File: config.mk
export PLATFORM = sky130hd
export DESIGN_NAME = isr_top
export DESIGN_NICKNAME = d
export VERILOG_FILES = /design/src/pkg/isr_pkg.sv /design/src/logic/isr_event_reg.sv /design/src/logic/isr_srq_ctrl.sv /design/src/logic/isr_top.sv
export SDC_FILE = /design/constraint.sdc
export NUM_CORES = 1
export LEC_CHECK = 0
export BUFFER_PORTS_ARGS = -buffer_cell sky130_fd_sc_hd__buf_2
export CAP_MARGIN = 40
export CORE_ASPECT_RATIO = 1.4
export CORE_MARGIN = 2
export CORE_UTILIZATION = 43
export DETAILED_ROUTE_END_ITERATION = 10
export GPL_ROUTABILITY_DRIVEN = 0
export MAX_ROUTING_LAYER = met4
export PLACE_DENSITY = 0.77
export RECOVER_POWER = 100
export SYNTH_ARGS = -nofsm -noshare
export SYNTH_HDL_FRONTEND = slang
export SYNTH_SLANG_ARGS = --single-unit
File: constraint.sdc
create_clock -name clk -period 3.2 [get_ports clk]
set_clock_uncertainty 0.15 [all_clocks]
set_input_delay 0.96 -clock clk [delete_from_list [all_inputs] [get_ports clk]]
set_output_delay 0.96 -clock clk [all_outputs]
set_load 0.005 [all_outputs]
File: src/pkg/isr_pkg.sv
/*
  Shared constants for the instrument status reporting block: bit positions,
  masks and reset values of the event, enable and status byte registers.
  Assumes a single 20 MHz clock domain; no timing counts are needed.
*/
package isr_pkg;
  localparam int unsigned CLK_MHZ = 20;
  // Standard event register bit positions
  localparam int unsigned SE_OPC = 0;
  localparam int unsigned SE_QRY = 2;
  localparam int unsigned SE_DEV = 3;
  localparam int unsigned SE_EXE = 4;
  localparam int unsigned SE_CMD = 5;
  localparam int unsigned SE_PON = 7;
  localparam logic [7:0] SE_VALID_MASK = 8'hbd;
  localparam logic [7:0] SE_ERR_MASK   = 8'h3c;
  // Questionable register bit positions
  localparam int unsigned QS_FAN  = 4;
  localparam int unsigned QS_OREG = 13;
  localparam logic [15:0] QS_VALID_MASK = 16'h2010;
  // Status byte bit positions
  localparam int unsigned SB_QUES = 3;
  localparam int unsigned SB_MAV  = 4;
  localparam int unsigned SB_ESB  = 5;
  localparam int unsigned SB_RQS  = 6;
  localparam logic [7:0] SB_SUM_MASK = 8'h38;
  // Regulation mode codes of the condition query
  localparam logic [1:0] MODE_OFF   = 2'h0;
  localparam logic [1:0] MODE_CC    = 2'h1;
  localparam logic [1:0] MODE_CV    = 2'h2;
  localparam logic [1:0] MODE_UNREG = 2'h3;
  localparam logic [7:0]  RST_BYTE = 8'h00;
  localparam logic [15:0] RST_WORD = 16'h0000;

  typedef enum logic [1:0]
  {
    ISR_SRQ_IDLE = 2'b00,
    ISR_SRQ_REQ  = 2'b01,
    ISR_SRQ_HELD = 2'b10
  } isr_srq_state_t;
endpackage

File: src/logic/isr_event_reg.sv
/*
  Generic latched event register with enable mask and summary output.
  Assumes set, clear and query strobes are synchronous to clk.
*/
`timescale 1ns/1ps
module isr_event_reg #(
  parameter int unsigned W = 8,
  parameter logic [W-1:0] VALID = '1
)
(
  input  wire logic         clk,
  input  wire logic         rst,
  input  wire logic [W-1:0] set_bits,
  input  wire logic         clear,
  input  wire logic         query,
  input  wire logic         en_wr,
  input  wire logic [W-1:0] en_wdata,
  input  wire logic         en_clr_pwr,
  output logic      [W-1:0] event_r,
  output logic      [W-1:0] enable_r,
  output logic              summary
);
  wire [W-1:0] set_v     = set_bits & VALID;
  wire         clr_any   = clear | query;
  wire [W-1:0] event_nxt = (clr_any ? '0 : event_r) | set_v;

  // Set wins over the clear in the same cycle
  always_ff @(posedge clk or posedge rst)
  begin
    if (rst)
      event_r <= '0;
    else
      event_r <= event_nxt;
  end

  always_ff @(posedge clk or posedge rst)
  begin
    if (rst)
      enable_r <= '0;
    else if (en_wr)
      enable_r <= en_wdata & VALID;
    else if (en_clr_pwr)
      enable_r <= '0;
  end

  assign summary = |(event_r & enable_r);
endmodule

File: src/logic/isr_srq_ctrl.sv
/*
  Request-service bit control and SRQ line drive.
  Assumes poll and summary-read strobes are synchronous one-cycle pulses.
*/
`timescale 1ns/1ps
module isr_srq_ctrl
(
  input  wire logic clk,
  input  wire logic rst,
  input  wire logic req_cond,
  input  wire logic serial_poll,
  input  wire logic cause_read,
  input  wire logic clear_all,
  output logic      rqs_r
);
  import isr_pkg::*;
  isr_srq_state_t state_r;
  isr_srq_state_t state_nxt;

  // A request needs a new rising condition after a poll, so it does not refire at once
  always_comb
  begin
    state_nxt = state_r;
    case (state_r)
      ISR_SRQ_IDLE: if (req_cond && !clear_all) state_nxt = ISR_SRQ_REQ;
      ISR_SRQ_REQ:
        if (clear_all || cause_read) state_nxt = ISR_SRQ_IDLE;
        else if (serial_poll) state_nxt = ISR_SRQ_HELD;
      ISR_SRQ_HELD: if (!req_cond || clear_all) state_nxt = ISR_SRQ_IDLE;
      default: state_nxt = ISR_SRQ_IDLE;
    endcase
  end

  always_ff @(posedge clk or posedge rst)
  begin
    if (rst)
      state_r <= ISR_SRQ_IDLE;
    else
      state_r <= state_nxt;
  end

  always_ff @(posedge clk or posedge rst)
  begin
    if (rst)
      rqs_r <= 1'b0;
    else
      rqs_r <= (state_nxt == ISR_SRQ_REQ);
  end
endmodule

File: src/logic/isr_top.sv
/*
  Status reporting of a three-output instrument: standard event and
  questionable registers, enable masks, status byte, request service and SRQ.
  Assumes a command parser on clk issues one-cycle strobes; condition inputs
  come from the instrument and pass a two-flop synchroniser.
*/
`timescale 1ns/1ps

//
// Contract
// - Condition query gives two bits: 2 CV, 1 CC, 3 unregulated, 0 off.
// - Questionable event register clears on clear-status and when queried.
// - Questionable enable clears only by writing zero; weight 16 enables fan.
// - Enabled standard event bits OR into status byte bit 5.
// - Error-type standard events push an error queue entry.
// - Standard event layout 0,2,3,4,5,7; bits 1 and 6 read zero.
// - Query error set on empty read, unread query overrun, or both buffers full.
// - Power-on bit set when power cycled since last read or clear.
// - Standard event register clears on clear-status and when queried.
// - Standard event enable clears on zero write or power-on with setting 1.
// - Message-available bit 4 follows buffered query data immediately.
// - Summary bits are combinational; clearing event clears summary.
// - Status byte: bits 3,4,5,6 used; others read zero.
// - Clear-status clears status byte; event query clears only bit 5; the code keeps bit 4 on clear-status, clears bit 6 on a causing query.
// - Request enable clears on zero write or power-on with setting 1.
// - Enabled summaries set request-service bit 6 and drive SRQ.
// - Request-service clears only by serial poll or reading causing register; the code also clears it on clear-status.
// - Serial poll returns status byte, clears bit 6 only, never stalls.
// - Queries return binary-weighted sum of set bits.
// - Event bits latch until cleared; reset command and device clear keep them.
// - Enable registers mask event bits into summaries; reading does not clear.
// - Questionable bit 4 fan fault, bit 13 output-regulation summary.
module isr_top
(
  input  wire logic        clk,
  input  wire logic        rst,
  input  wire logic        fan_fault_in,
  input  wire logic [2:0]  output_regulation_summary,
  input  wire logic [1:0]  reg_mode_in,
  input  wire logic        opc_done,
  input  wire logic        dev_err,
  input  wire logic        exe_err,
  input  wire logic        cmd_err,
  input  wire logic        rd_empty_obuf,
  input  wire logic        unread_overrun,
  input  wire logic        bufs_full,
  input  wire logic        power_cycled,
  input  wire logic        psc_clear,
  input  wire logic        obuf_has_data,
  input  wire logic        cls_cmd,
  input  wire logic        se_query,
  input  wire logic        qs_query,
  input  wire logic        ese_wr,
  input  wire logic [7:0]  ese_wdata,
  input  wire logic        qse_wr,
  input  wire logic [15:0] qse_wdata,
  input  wire logic        sre_wr,
  input  wire logic [7:0]  sre_wdata,
  input  wire logic        serial_poll,
  output logic [7:0]       status_byte_q,
  output logic [7:0]       poll_byte_q,
  output logic [7:0]       se_flags_q,
  output logic [7:0]       se_enable_q,
  output logic [15:0]      qs_flags_q,
  output logic [15:0]      qs_enable_q,
  output logic [7:0]       sre_q,
  output logic [1:0]       cond_q,
  output logic             err_push_q,
  output logic             srq_q
);
  import isr_pkg::*;

  logic [1:0]  meta_r;
  logic [1:0]  sync_r;
  logic [2:0]  oreg_meta_r;
  logic [2:0]  oreg_sync_r;
  logic [1:0]  mode_meta_r;
  logic [1:0]  mode_sync_r;
  logic [7:0]  se_ev;
  logic [7:0]  se_en;
  logic [15:0] qs_ev;
  logic [15:0] qs_en;
  logic        esb_sum;
  logic        ques_sum;
  logic        rqs;
  logic [7:0]  sre_r;
  logic        pwr_seen_r;
  logic        pon_pend_r;

  // Two-flop synchronisers for instrument-side conditions
  always_ff @(posedge clk or posedge rst)
  begin
    if (rst)
    begin
      meta_r      <= 2'h0;
      sync_r      <= 2'h0;
      oreg_meta_r <= 3'h0;
      oreg_sync_r <= 3'h0;
      mode_meta_r <= MODE_OFF;
      mode_sync_r <= MODE_OFF;
    end
    else
    begin
      meta_r      <= {power_cycled, fan_fault_in};
      sync_r      <= meta_r;
      oreg_meta_r <= output_regulation_summary;
      oreg_sync_r <= oreg_meta_r;
      mode_meta_r <= reg_mode_in;
      mode_sync_r <= mode_meta_r;
    end
  end

  // Power-on event is a one-cycle pulse after reset and on each rise of the synchronised power-cycled input
  always_ff @(posedge clk or posedge rst)
  begin
    if (rst)
    begin
      pwr_seen_r <= 1'b0;
      pon_pend_r <= 1'b1;
    end
    else
    begin
      pwr_seen_r <= sync_r[1];
      pon_pend_r <= sync_r[1] & ~pwr_seen_r;
    end
  end

  wire         qry_err_ev = rd_empty_obuf | unread_overrun | bufs_full;
  wire [7:0]   se_set;
  assign se_set[SE_OPC] = opc_done;
  assign se_set[1]      = 1'b0;
  assign se_set[SE_QRY] = qry_err_ev;
  assign se_set[SE_DEV] = dev_err;
  assign se_set[SE_EXE] = exe_err;
  assign se_set[SE_CMD] = cmd_err;
  assign se_set[6]      = 1'b0;
  assign se_set[SE_PON] = pon_pend_r;

  wire [15:0]  qs_set;
  assign qs_set = ({15'h0, sync_r[0]} << QS_FAN)
                | ({15'h0, |oreg_sync_r} << QS_OREG);

  wire         pwr_clr = pon_pend_r & psc_clear;

  // Standard event register and its mask
  isr_event_reg #(.W(8), .VALID(SE_VALID_MASK)) u_se
  (
    .clk        (clk),
    .rst        (rst),
    .set_bits   (se_set),
    .clear      (cls_cmd),
    .query      (se_query),
    .en_wr      (ese_wr),
    .en_wdata   (ese_wdata),
    .en_clr_pwr (pwr_clr),
    .event_r    (se_ev),
    .enable_r   (se_en),
    .summary    (esb_sum)
  );

  // Questionable register; its mask only clears by writing zero
  isr_event_reg #(.W(16), .VALID(QS_VALID_MASK)) u_qs
  (
    .clk        (clk),
    .rst        (rst),
    .set_bits   (qs_set),
    .clear      (cls_cmd),
    .query      (qs_query),
    .en_wr      (qse_wr),
    .en_wdata   (qse_wdata),
    .en_clr_pwr (1'b0),
    .event_r    (qs_ev),
    .enable_r   (qs_en),
    .summary    (ques_sum)
  );

  // One flag placed at its weight in a status byte
  function automatic logic [7:0] sb_bit(input logic flag, input int unsigned pos);
    sb_bit = 8'h00;
    sb_bit[pos[2:0]] = flag;
  endfunction

  // Summary bits are combinational so an event clear drops them at once
  wire [7:0] sb_sum;
  assign sb_sum = sb_bit(ques_sum, SB_QUES)
                | sb_bit(obuf_has_data, SB_MAV)
                | sb_bit(esb_sum, SB_ESB);
  wire       req_cond = |(sb_sum & sre_r & SB_SUM_MASK);
  wire       cause_rd = (se_query & sre_r[SB_ESB] & esb_sum)
                      | (qs_query & sre_r[SB_QUES] & ques_sum);

  isr_srq_ctrl u_srq
  (
    .clk         (clk),
    .rst         (rst),
    .req_cond    (req_cond),
    .serial_poll (serial_poll),
    .cause_read  (cause_rd),
    .clear_all   (cls_cmd),
    .rqs_r       (rqs)
  );

  always_ff @(posedge clk or posedge rst)
  begin
    if (rst)
      sre_r <= RST_BYTE;
    else if (sre_wr)
      sre_r <= sre_wdata & SB_SUM_MASK;
    else if (pwr_clr)
      sre_r <= RST_BYTE;
  end

  wire [7:0] sb_full = sb_sum | sb_bit(rqs, SB_RQS);
  wire       err_ev  = |(se_set & SE_ERR_MASK);

  always_ff @(posedge clk or posedge rst)
  begin
    if (rst)
    begin
      status_byte_q <= RST_BYTE;
      poll_byte_q   <= RST_BYTE;
      se_flags_q    <= RST_BYTE;
      se_enable_q   <= RST_BYTE;
      qs_flags_q    <= RST_WORD;
      qs_enable_q   <= RST_WORD;
      sre_q         <= RST_BYTE;
      cond_q        <= MODE_OFF;
      err_push_q    <= 1'b0;
      srq_q         <= 1'b0;
    end
    else
    begin
      status_byte_q <= sb_full;
      if (serial_poll)
        poll_byte_q <= sb_full;
      se_flags_q    <= se_ev;
      se_enable_q   <= se_en;
      qs_flags_q    <= qs_ev;
      qs_enable_q   <= qs_en;
      sre_q         <= sre_r;
      cond_q        <= mode_sync_r;
      err_push_q    <= err_ev;
      srq_q         <= rqs;
    end
  end
endmodule

==> results of run 1 <==
==> layout by cell type, fill, tap and decap left out, types with 2 or more instances in the layout <==
cell	Yosys	final
sky130_fd_sc_hd__buf_2	0	43
sky130_fd_sc_hd__o21ai_0	0	9
sky130_fd_sc_hd__nand2_1	20	20
sky130_fd_sc_hd__nor2_1	9	9
sky130_fd_sc_hd__clkbuf_1	1	24
sky130_fd_sc_hd__a22oi_1	4	4
sky130_fd_sc_hd__mux2_1	4	4
sky130_fd_sc_hd__dfrtp_1	67	67
sky130_fd_sc_hd__a22o_1	3	3
sky130_fd_sc_hd__conb_1	1	45
sky130_fd_sc_hd__clkinv_2	0	3
sky130_fd_sc_hd__inv_1	4	5
sky130_fd_sc_hd__clkbuf_8	0	10
sky130_fd_sc_hd__a21o_1	7	7
sky130_fd_sc_hd__bufinv_16	0	2
==> power breakdown <==
group	switching, W	internal, W
clock network	0.000300	0.000456
logic	0.0000882	0.0000658
registers	0.0000345	0.000929
total	0.000423	0.00145
==> area by class of cell <==
| type | instances | area share (%) |
|---|---|---|
| sequential | 68 | 58.4 |
| multi-input combinational | 111 | 19.5 |
| timing repair buffer | 67 | 11.0 |
| clock buffer | 11 | 4.85 |
| tap | 68 | 2.92 |
| clock inverter | 5 | 2.58 |
| inverter | 5 | 0.644 |
==> routing by layer <==
layer	up-vias	part of all wire, %
met3	13	10
met2	90	52
met4	0	3.0
li1	675	-
met1	712	35
met5	-	0
==> through the flow <==
stage                     power (W)  setup WS [ps]  hold WS, ps
final                       0.00187           1250          197
after global routing        0.00197           1040          210
after CTS                   0.00191           1220          199
after detailed placement    0.00115           1080          185
after global placement      0.00114           1090          182
after floorplan             0.00110            380          181
==> flip-flops by register name (all words and copies together), names as in the netlist, 3 cells and up <==
name / flops
oreg_meta_r: 3
oreg_sync_r: 3
poll_byte_q: 4
se_enable_q: 6
se_flags_q: 6
sre_q: 3
sre_r: 3
status_byte_q: 4
u_se.enable_r: 6
u_se.event_r: 6
==> worst paths after layout <==
path                                         endpoint                         start  cells past startpoint  slack, ps
setup / recovery                       poll_byte_q[3]    poll_byte_q[3]$_DFFE_PP0P_                      1       1250
min in group asynchronous         cond_q[0]$_DFF_PP0_                           rst                      2        790
max in group asynchronous        pon_pend_r$_DFF_PP1_                           rst                      3       1260
hold reg to reg                   sync_r[1]$_DFF_PP0_           meta_r[1]$_DFF_PP0_                      0        200
hold / removal                    sync_r[1]$_DFF_PP0_           meta_r[1]$_DFF_PP0_                      0        200
setup reg to reg           u_srq.state_r[1]$_DFF_PP0_  u_qs.enable_r[4]$_DFFE_PP0P_                      4       1560
==> cell families after synthesis <==
group           synth area share [%]
flops                           68.4
compound gates                  9.15
simple gates                    5.43
buf+inv                         15.1
mux                             1.81
other cells                    0.151
==> results.py, run 1 <==
metrics = {
    "global_route": {
        "met3_usage_pct": 5.64,
        "globalRoute.totalOverflow": 0,
        "grt_most_used_layer": "met2",
        "antenna_found_initial": 0,
        "grt_pass1_vias": 1374,
        "first_pass_grt_wire_length_mm": 6.30,
        "groute.usage.overall_pct": 14.5,
        "fraction_of_met1_tracks_used_by_global_routing_pct": 15.3,
        "largest_net_degree_at_the_start_of_global_routing": 37,
        "gr-usage-met2_pct": 21.8,
    },
    "synthesis": {
        "synth_cell_type_count": 24,
        "synthMostInstantiatedCell": "sky130_fd_sc_hd__dfrtp_1",
        "syn_avg_cell_area_sq_um": 13.2,
        "synth-edff-count": 0,
        "synth_top_cell_by_area": "sky130_fd_sc_hd__dfrtp_1",
        "ys_seq_area_share_pct": 68.4,
        "synth.area.top_cells": "sky130_fd_sc_hd__dfrtp_1 (67%), sky130_fd_sc_hd__buf_4 (14%), sky130_fd_sc_hd__nand2_1 (3.0%), sky130_fd_sc_hd__a21o_1 (2.1%), sky130_fd_sc_hd__o21ai_1 (1.8%)",
        "synthesis.instances": 188,
        "ys_warn_count": 0,
        "mappedNetlistArea_sq_mm": 0.00249,
        "synth_top_cell_area_share_pct": 67.3,
        "synth-main-ff-cell": "sky130_fd_sc_hd__dfrtp_1",
        "fraction_of_registers_with_async_set_reset_pct": 100,
        "ys_top_cells_by_count": "sky130_fd_sc_hd__dfrtp_1 (67), sky130_fd_sc_hd__buf_4 (47), sky130_fd_sc_hd__nand2_1 (20), sky130_fd_sc_hd__nor2_1 (9), sky130_fd_sc_hd__o21ai_1 (9)",
        "ys_ff_latch": 68,
    },
    "worst_setup_path": {
        "cell_family_contributing_the_most_delay_on_the_critical_path": "flip-flops",
        "worst-endpoint-required_ps": 2090,
        "crit_path_end_kind": "output pin",
        "worstPathMaxFanout": 2,
        "crit_path_max_incr_delay_ps": 370,
        "criticalPathCategory": "flop to output pin",
        "critical_path_arrival_ps": 840,
        "critical_path.n_buffers_inverters": 1,
        "critical-path-slowest-cell": "sky130_fd_sc_hd__dfrtp_1",
        "timing.critical_path.cells": "buf_2",
        "critPathLaunchType": "flop",
    },
    "cells_and_area": {
        "final_cell_count_no_fill": 335,
        "multiInputGateArea_sq_um": 569,
        "nFillCells": 509,
        "final_nets": 319,
        "antennaDiodeCount": 0,
        "regArea_sq_mm": 0.00170,
        "post_route_cells_drive_above_1_share_pct": 23.2,
        "layout-area-overhead-vs-synth_pct": 17.0,
        "postLayoutCoreUtil_pct": 52.4,
        "stdcell_area_sq_mm": 0.00291,
    },
    "floorplanning": {
        "die_width_um": 68.3,
        "placement_rows": 32,
        "fp.dieH_um": 94.0,
        "floorplan.initialDensity_pct": 44.7,
        "core-area_sq_mm": 0.00557,
        "io-pin-count": 133,
        "design.die.area_sq_mm": 0.00642,
    },
    "clock_network": {
        "clock_sinks": 68,
        "cts_tree": "built",
        "clock_path_buffers": 2,
        "cts_post_setup_buffers_inserted": 0,
        "ctsResizeCount": 0,
        "cts_made_buffers": 9,
        "worstSkewPairLatency_ps": 340,
        "ctsHtreeMaxLevel": 3,
        "worst_setup_hold_path_clk_slew_ps": 70,
        "cts-hold-fix-buffers": 0,
        "cts-root-buf": "sky130_fd_sc_hd__clkbuf_8",
    },
    "pwr": {
        "max-vdd-ir-drop_mv": 0.357,
        "p_leak_nw": 1.45,
        "power_density_mw_per_mm2": 643,
    },
    "place": {
        "numPlacedInstances": 319,
        "hpwlAfterDp_mm": 2.97,
        "placement.io_buffers": 66,
        "placed_cell_area_sq_mm": 0.00273,
    },
    "timing": {
        "fin_setup_tns_ps": 0,
        "max-slew-margin-rel_pct": 19.0,
        "max_freq_mhz": 514,
        "grt_setup_unrepaired": "false",
        "report.final.hold_viol_count": 0,
        "drv_slew": 0,
        "final.min_clock_period_ps": 1950,
        "period_share_pct": 60.8,
        "setup-violations-final": 0,
        "timing_worst_slew_pin_value_ps": 1210,
    },
    "route": {
        "drt-vias-per-instance": 4.45,
        "detailedRoute.firstPassIterationCount": 4,
        "detail_route.wirelength_mm": 4.10,
        "ant_nets": 0,
        "dr.first_iter.drc_count": 116,
        "remaining_drc_errors": 0,
        "routedWlPerCell_um": 12.2,
        "vias": 1490,
    },
    "job": {
        "timing.max_cap.violations": 0,
    },
    "worst_hold_path": {
        "holdCritPathClass": "flop to flop",
    },
    "status": {
        "outcome": "finished, final reports clean",
    },
}
Note: power is estimated with default switching activity, not from simulation.
==> run 2: changes to the inputs <==
==> constraint.sdc (replaced) <==
create_clock -name clk -period 2 [get_ports clk]
set_clock_uncertainty 0.15 [all_clocks]
set_input_delay 0.6 -clock clk [delete_from_list [all_inputs] [get_ports clk]]
set_output_delay 0.6 -clock clk [all_outputs]
set_load 0.005 [all_outputs]
==> run 2 against run 1 <==
Sequential share of layout area increased by 0.28 points. Wire length up 0.15%. Total power is 59% higher. Combinational power is 57% higher. Utilization shrank 0.25 points.
==> results.py, run 2 (synthesis results as in run 1) <==
metrics = {
    "job": {
        "timing.max_cap.violations": 0,
    },
    "floorplanning": {
        "floorplan.initialDensity_pct": 44.7,
        "io-pin-count": 133,
        "design.die.area_sq_mm": 0.00642,
        "die_width_um": 68.3,
        "core-area_sq_mm": 0.00557,
        "fp.dieH_um": 94.0,
        "placement_rows": 32,
    },
    "timing": {
        "fin_setup_tns_ps": 0,
        "drv_slew": 0,
        "timing_worst_slew_pin_value_ps": 1100,
        "period_share_pct": 82.4,
        "max-slew-margin-rel_pct": 26.4,
        "final.min_clock_period_ps": 1650,
        "report.final.hold_viol_count": 0,
        "grt_setup_unrepaired": "false",
        "max_freq_mhz": 607,
        "setup-violations-final": 0,
    },
    "route": {
        "routedWlPerCell_um": 12.2,
        "detail_route.wirelength_mm": 4.10,
        "detailedRoute.firstPassIterationCount": 4,
        "remaining_drc_errors": 0,
        "ant_nets": 0,
        "drt-vias-per-instance": 4.37,
        "vias": 1467,
        "dr.first_iter.drc_count": 107,
    },
    "worst_setup_path": {
        "register_to_register_path_setup_slack_ps": 350,
        "crit_path_end_kind": "flop",
        "critical_path_arrival_ps": 1770,
        "crit_path_max_incr_delay_ps": 400,
        "criticalPathCategory": "flop to flop",
        "critPathLaunchType": "flop",
        "worst_r2r_path_depth": 4,
        "reg2reg_to": "u_srq.state_r[1]$_DFF_PP0_",
        "critical_path.n_buffers_inverters": 0,
        "worstPathMaxFanout": 4,
        "critical-path-slowest-cell": "sky130_fd_sc_hd__dfrtp_1",
        "worst-endpoint-required_ps": 2120,
        "timing.rr.start": "u_qs.enable_r[4]$_DFFE_PP0P_",
        "timing.critical_path.cells": "a22o_2 > a311o_1 > a31oi_4 > a22o_1",
        "cell_family_contributing_the_most_delay_on_the_critical_path": "compound AO/OA/AOI/OAI gates",
    },
    "clock_network": {
        "worstSkewPairLatency_ps": 330,
        "ctsResizeCount": 0,
        "worst_setup_hold_path_clk_slew_ps": 70,
        "cts_tree": "built",
        "cts-hold-fix-buffers": 0,
        "ctsHtreeMaxLevel": 3,
        "cts_made_buffers": 9,
        "clock_sinks": 68,
        "cts_post_setup_buffers_inserted": 0,
        "cts-root-buf": "sky130_fd_sc_hd__clkbuf_8",
        "clock_path_buffers": 2,
    },
    "place": {
        "hpwlAfterDp_mm": 3.12,
        "placement.io_buffers": 66,
    },
    "cells_and_area": {
        "final_cell_mix": "sky130_fd_sc_hd__dfrtp_1 (67), sky130_fd_sc_hd__conb_1 (45), sky130_fd_sc_hd__buf_2 (40)",
        "nFillCells": 524,
        "regArea_sq_mm": 0.00170,
        "final_nets": 320,
        "antennaDiodeCount": 0,
        "layout-area-overhead-vs-synth_pct": 16.5,
        "final_common_cell": "sky130_fd_sc_hd__dfrtp_1",
        "post_route_cells_drive_above_1_share_pct": 22.4,
        "multiInputGateArea_sq_um": 569,
    },
    "global_route": {
        "largest_net_degree_at_the_start_of_global_routing": 43,
        "grt_pass1_vias": 1463,
        "globalRoute.totalOverflow": 0,
        "groute.usage.overall_pct": 14.9,
        "first_pass_grt_wire_length_mm": 6.54,
        "antenna_found_initial": 0,
    },
    "pwr": {
        "max-vdd-ir-drop_mv": 0.382,
        "power_density_mw_per_mm2": 1030,
        "p_leak_nw": 1.42,
        "post-layout-total-power_w": 0.00298,
    },
    "worst_hold_path": {
        "holdCritPathClass": "input pin to asynchronous set/reset pin",
    },
    "status": {
        "outcome": "finished, final reports clean",
    },
}
==> run 2: changes by cell type in the layout (fill, tap and decap cells not counted), sizes merged <==
cell,change
inv,-1
buf,-4
clkinv,-1
clkbuf,+4
clkinvlp,+3
==> run 2: layer usage <==
layer  GRT usage, %  vias to the layer above  share of wire, %
li1               -                      676                 -
met2           23.6                       75                53
met4           10.3                        0               2.7
met5              -                        -                 0
met3           3.60                        8               6.8
met1           15.9                      708                37
==> run 2: how the worst max path moves through the flow <==
stage	start	cells after the start	endpoint
4_1_cts	u_qs.enable_r[4]$_DFFE_PP0P_	4	u_srq.state_r[1]$_DFF_PP0_
5_1_grt	rst	3	u_se.event_r[0]$_DFF_PP0_
3_5_place_dp	unread_overrun	3	err_push_q$_DFF_PP0_
2_1_floorplan	unread_overrun	2	err_push_q$_DFF_PP0_
6_report	u_qs.enable_r[4]$_DFFE_PP0P_	4	u_srq.state_r[1]$_DFF_PP0_
3_3_place_gp	unread_overrun	3	err_push_q$_DFF_PP0_
==> run 2: cell type report <==
class / instances / area share (%)
Sequential cell: 68 / 58.7
Multi-Input combinational cell: 111 / 19.6
Timing Repair Buffer: 68 / 10.6
Clock buffer: 10 / 4.40
Clock inverter: 6 / 3.06
Tap cell: 68 / 2.93
Inverter: 5 / 0.690
==> run 2: report_power, final <==
group	switching (W)	internal (W)
combinational	0.000142	0.000100
sequential	0.0000565	0.00149
clock	0.000495	0.000702
total	0.000694	0.00229
==> run 2: metrics by stage <==
| stage | utilization (%) | hold WS, ps | setup slack (ps) | area [sq um] | instances |
|---|---|---|---|---|---|
| after detailed placement | 49.3 | 185 | 232 | 2750 | 320 |
| after global routing | 52.1 | 36.0 | 162 | 2900 | 336 |
| after floorplan | - | 181 | 363 | 2660 | 232 |
| after global placement | 49.3 | 183 | 246 | 2750 | 320 |
| after CTS | 53.2 | 2.74 | 363 | 2960 | 336 |
| final | 52.1 | 29.7 | 353 | 2900 | 336 |
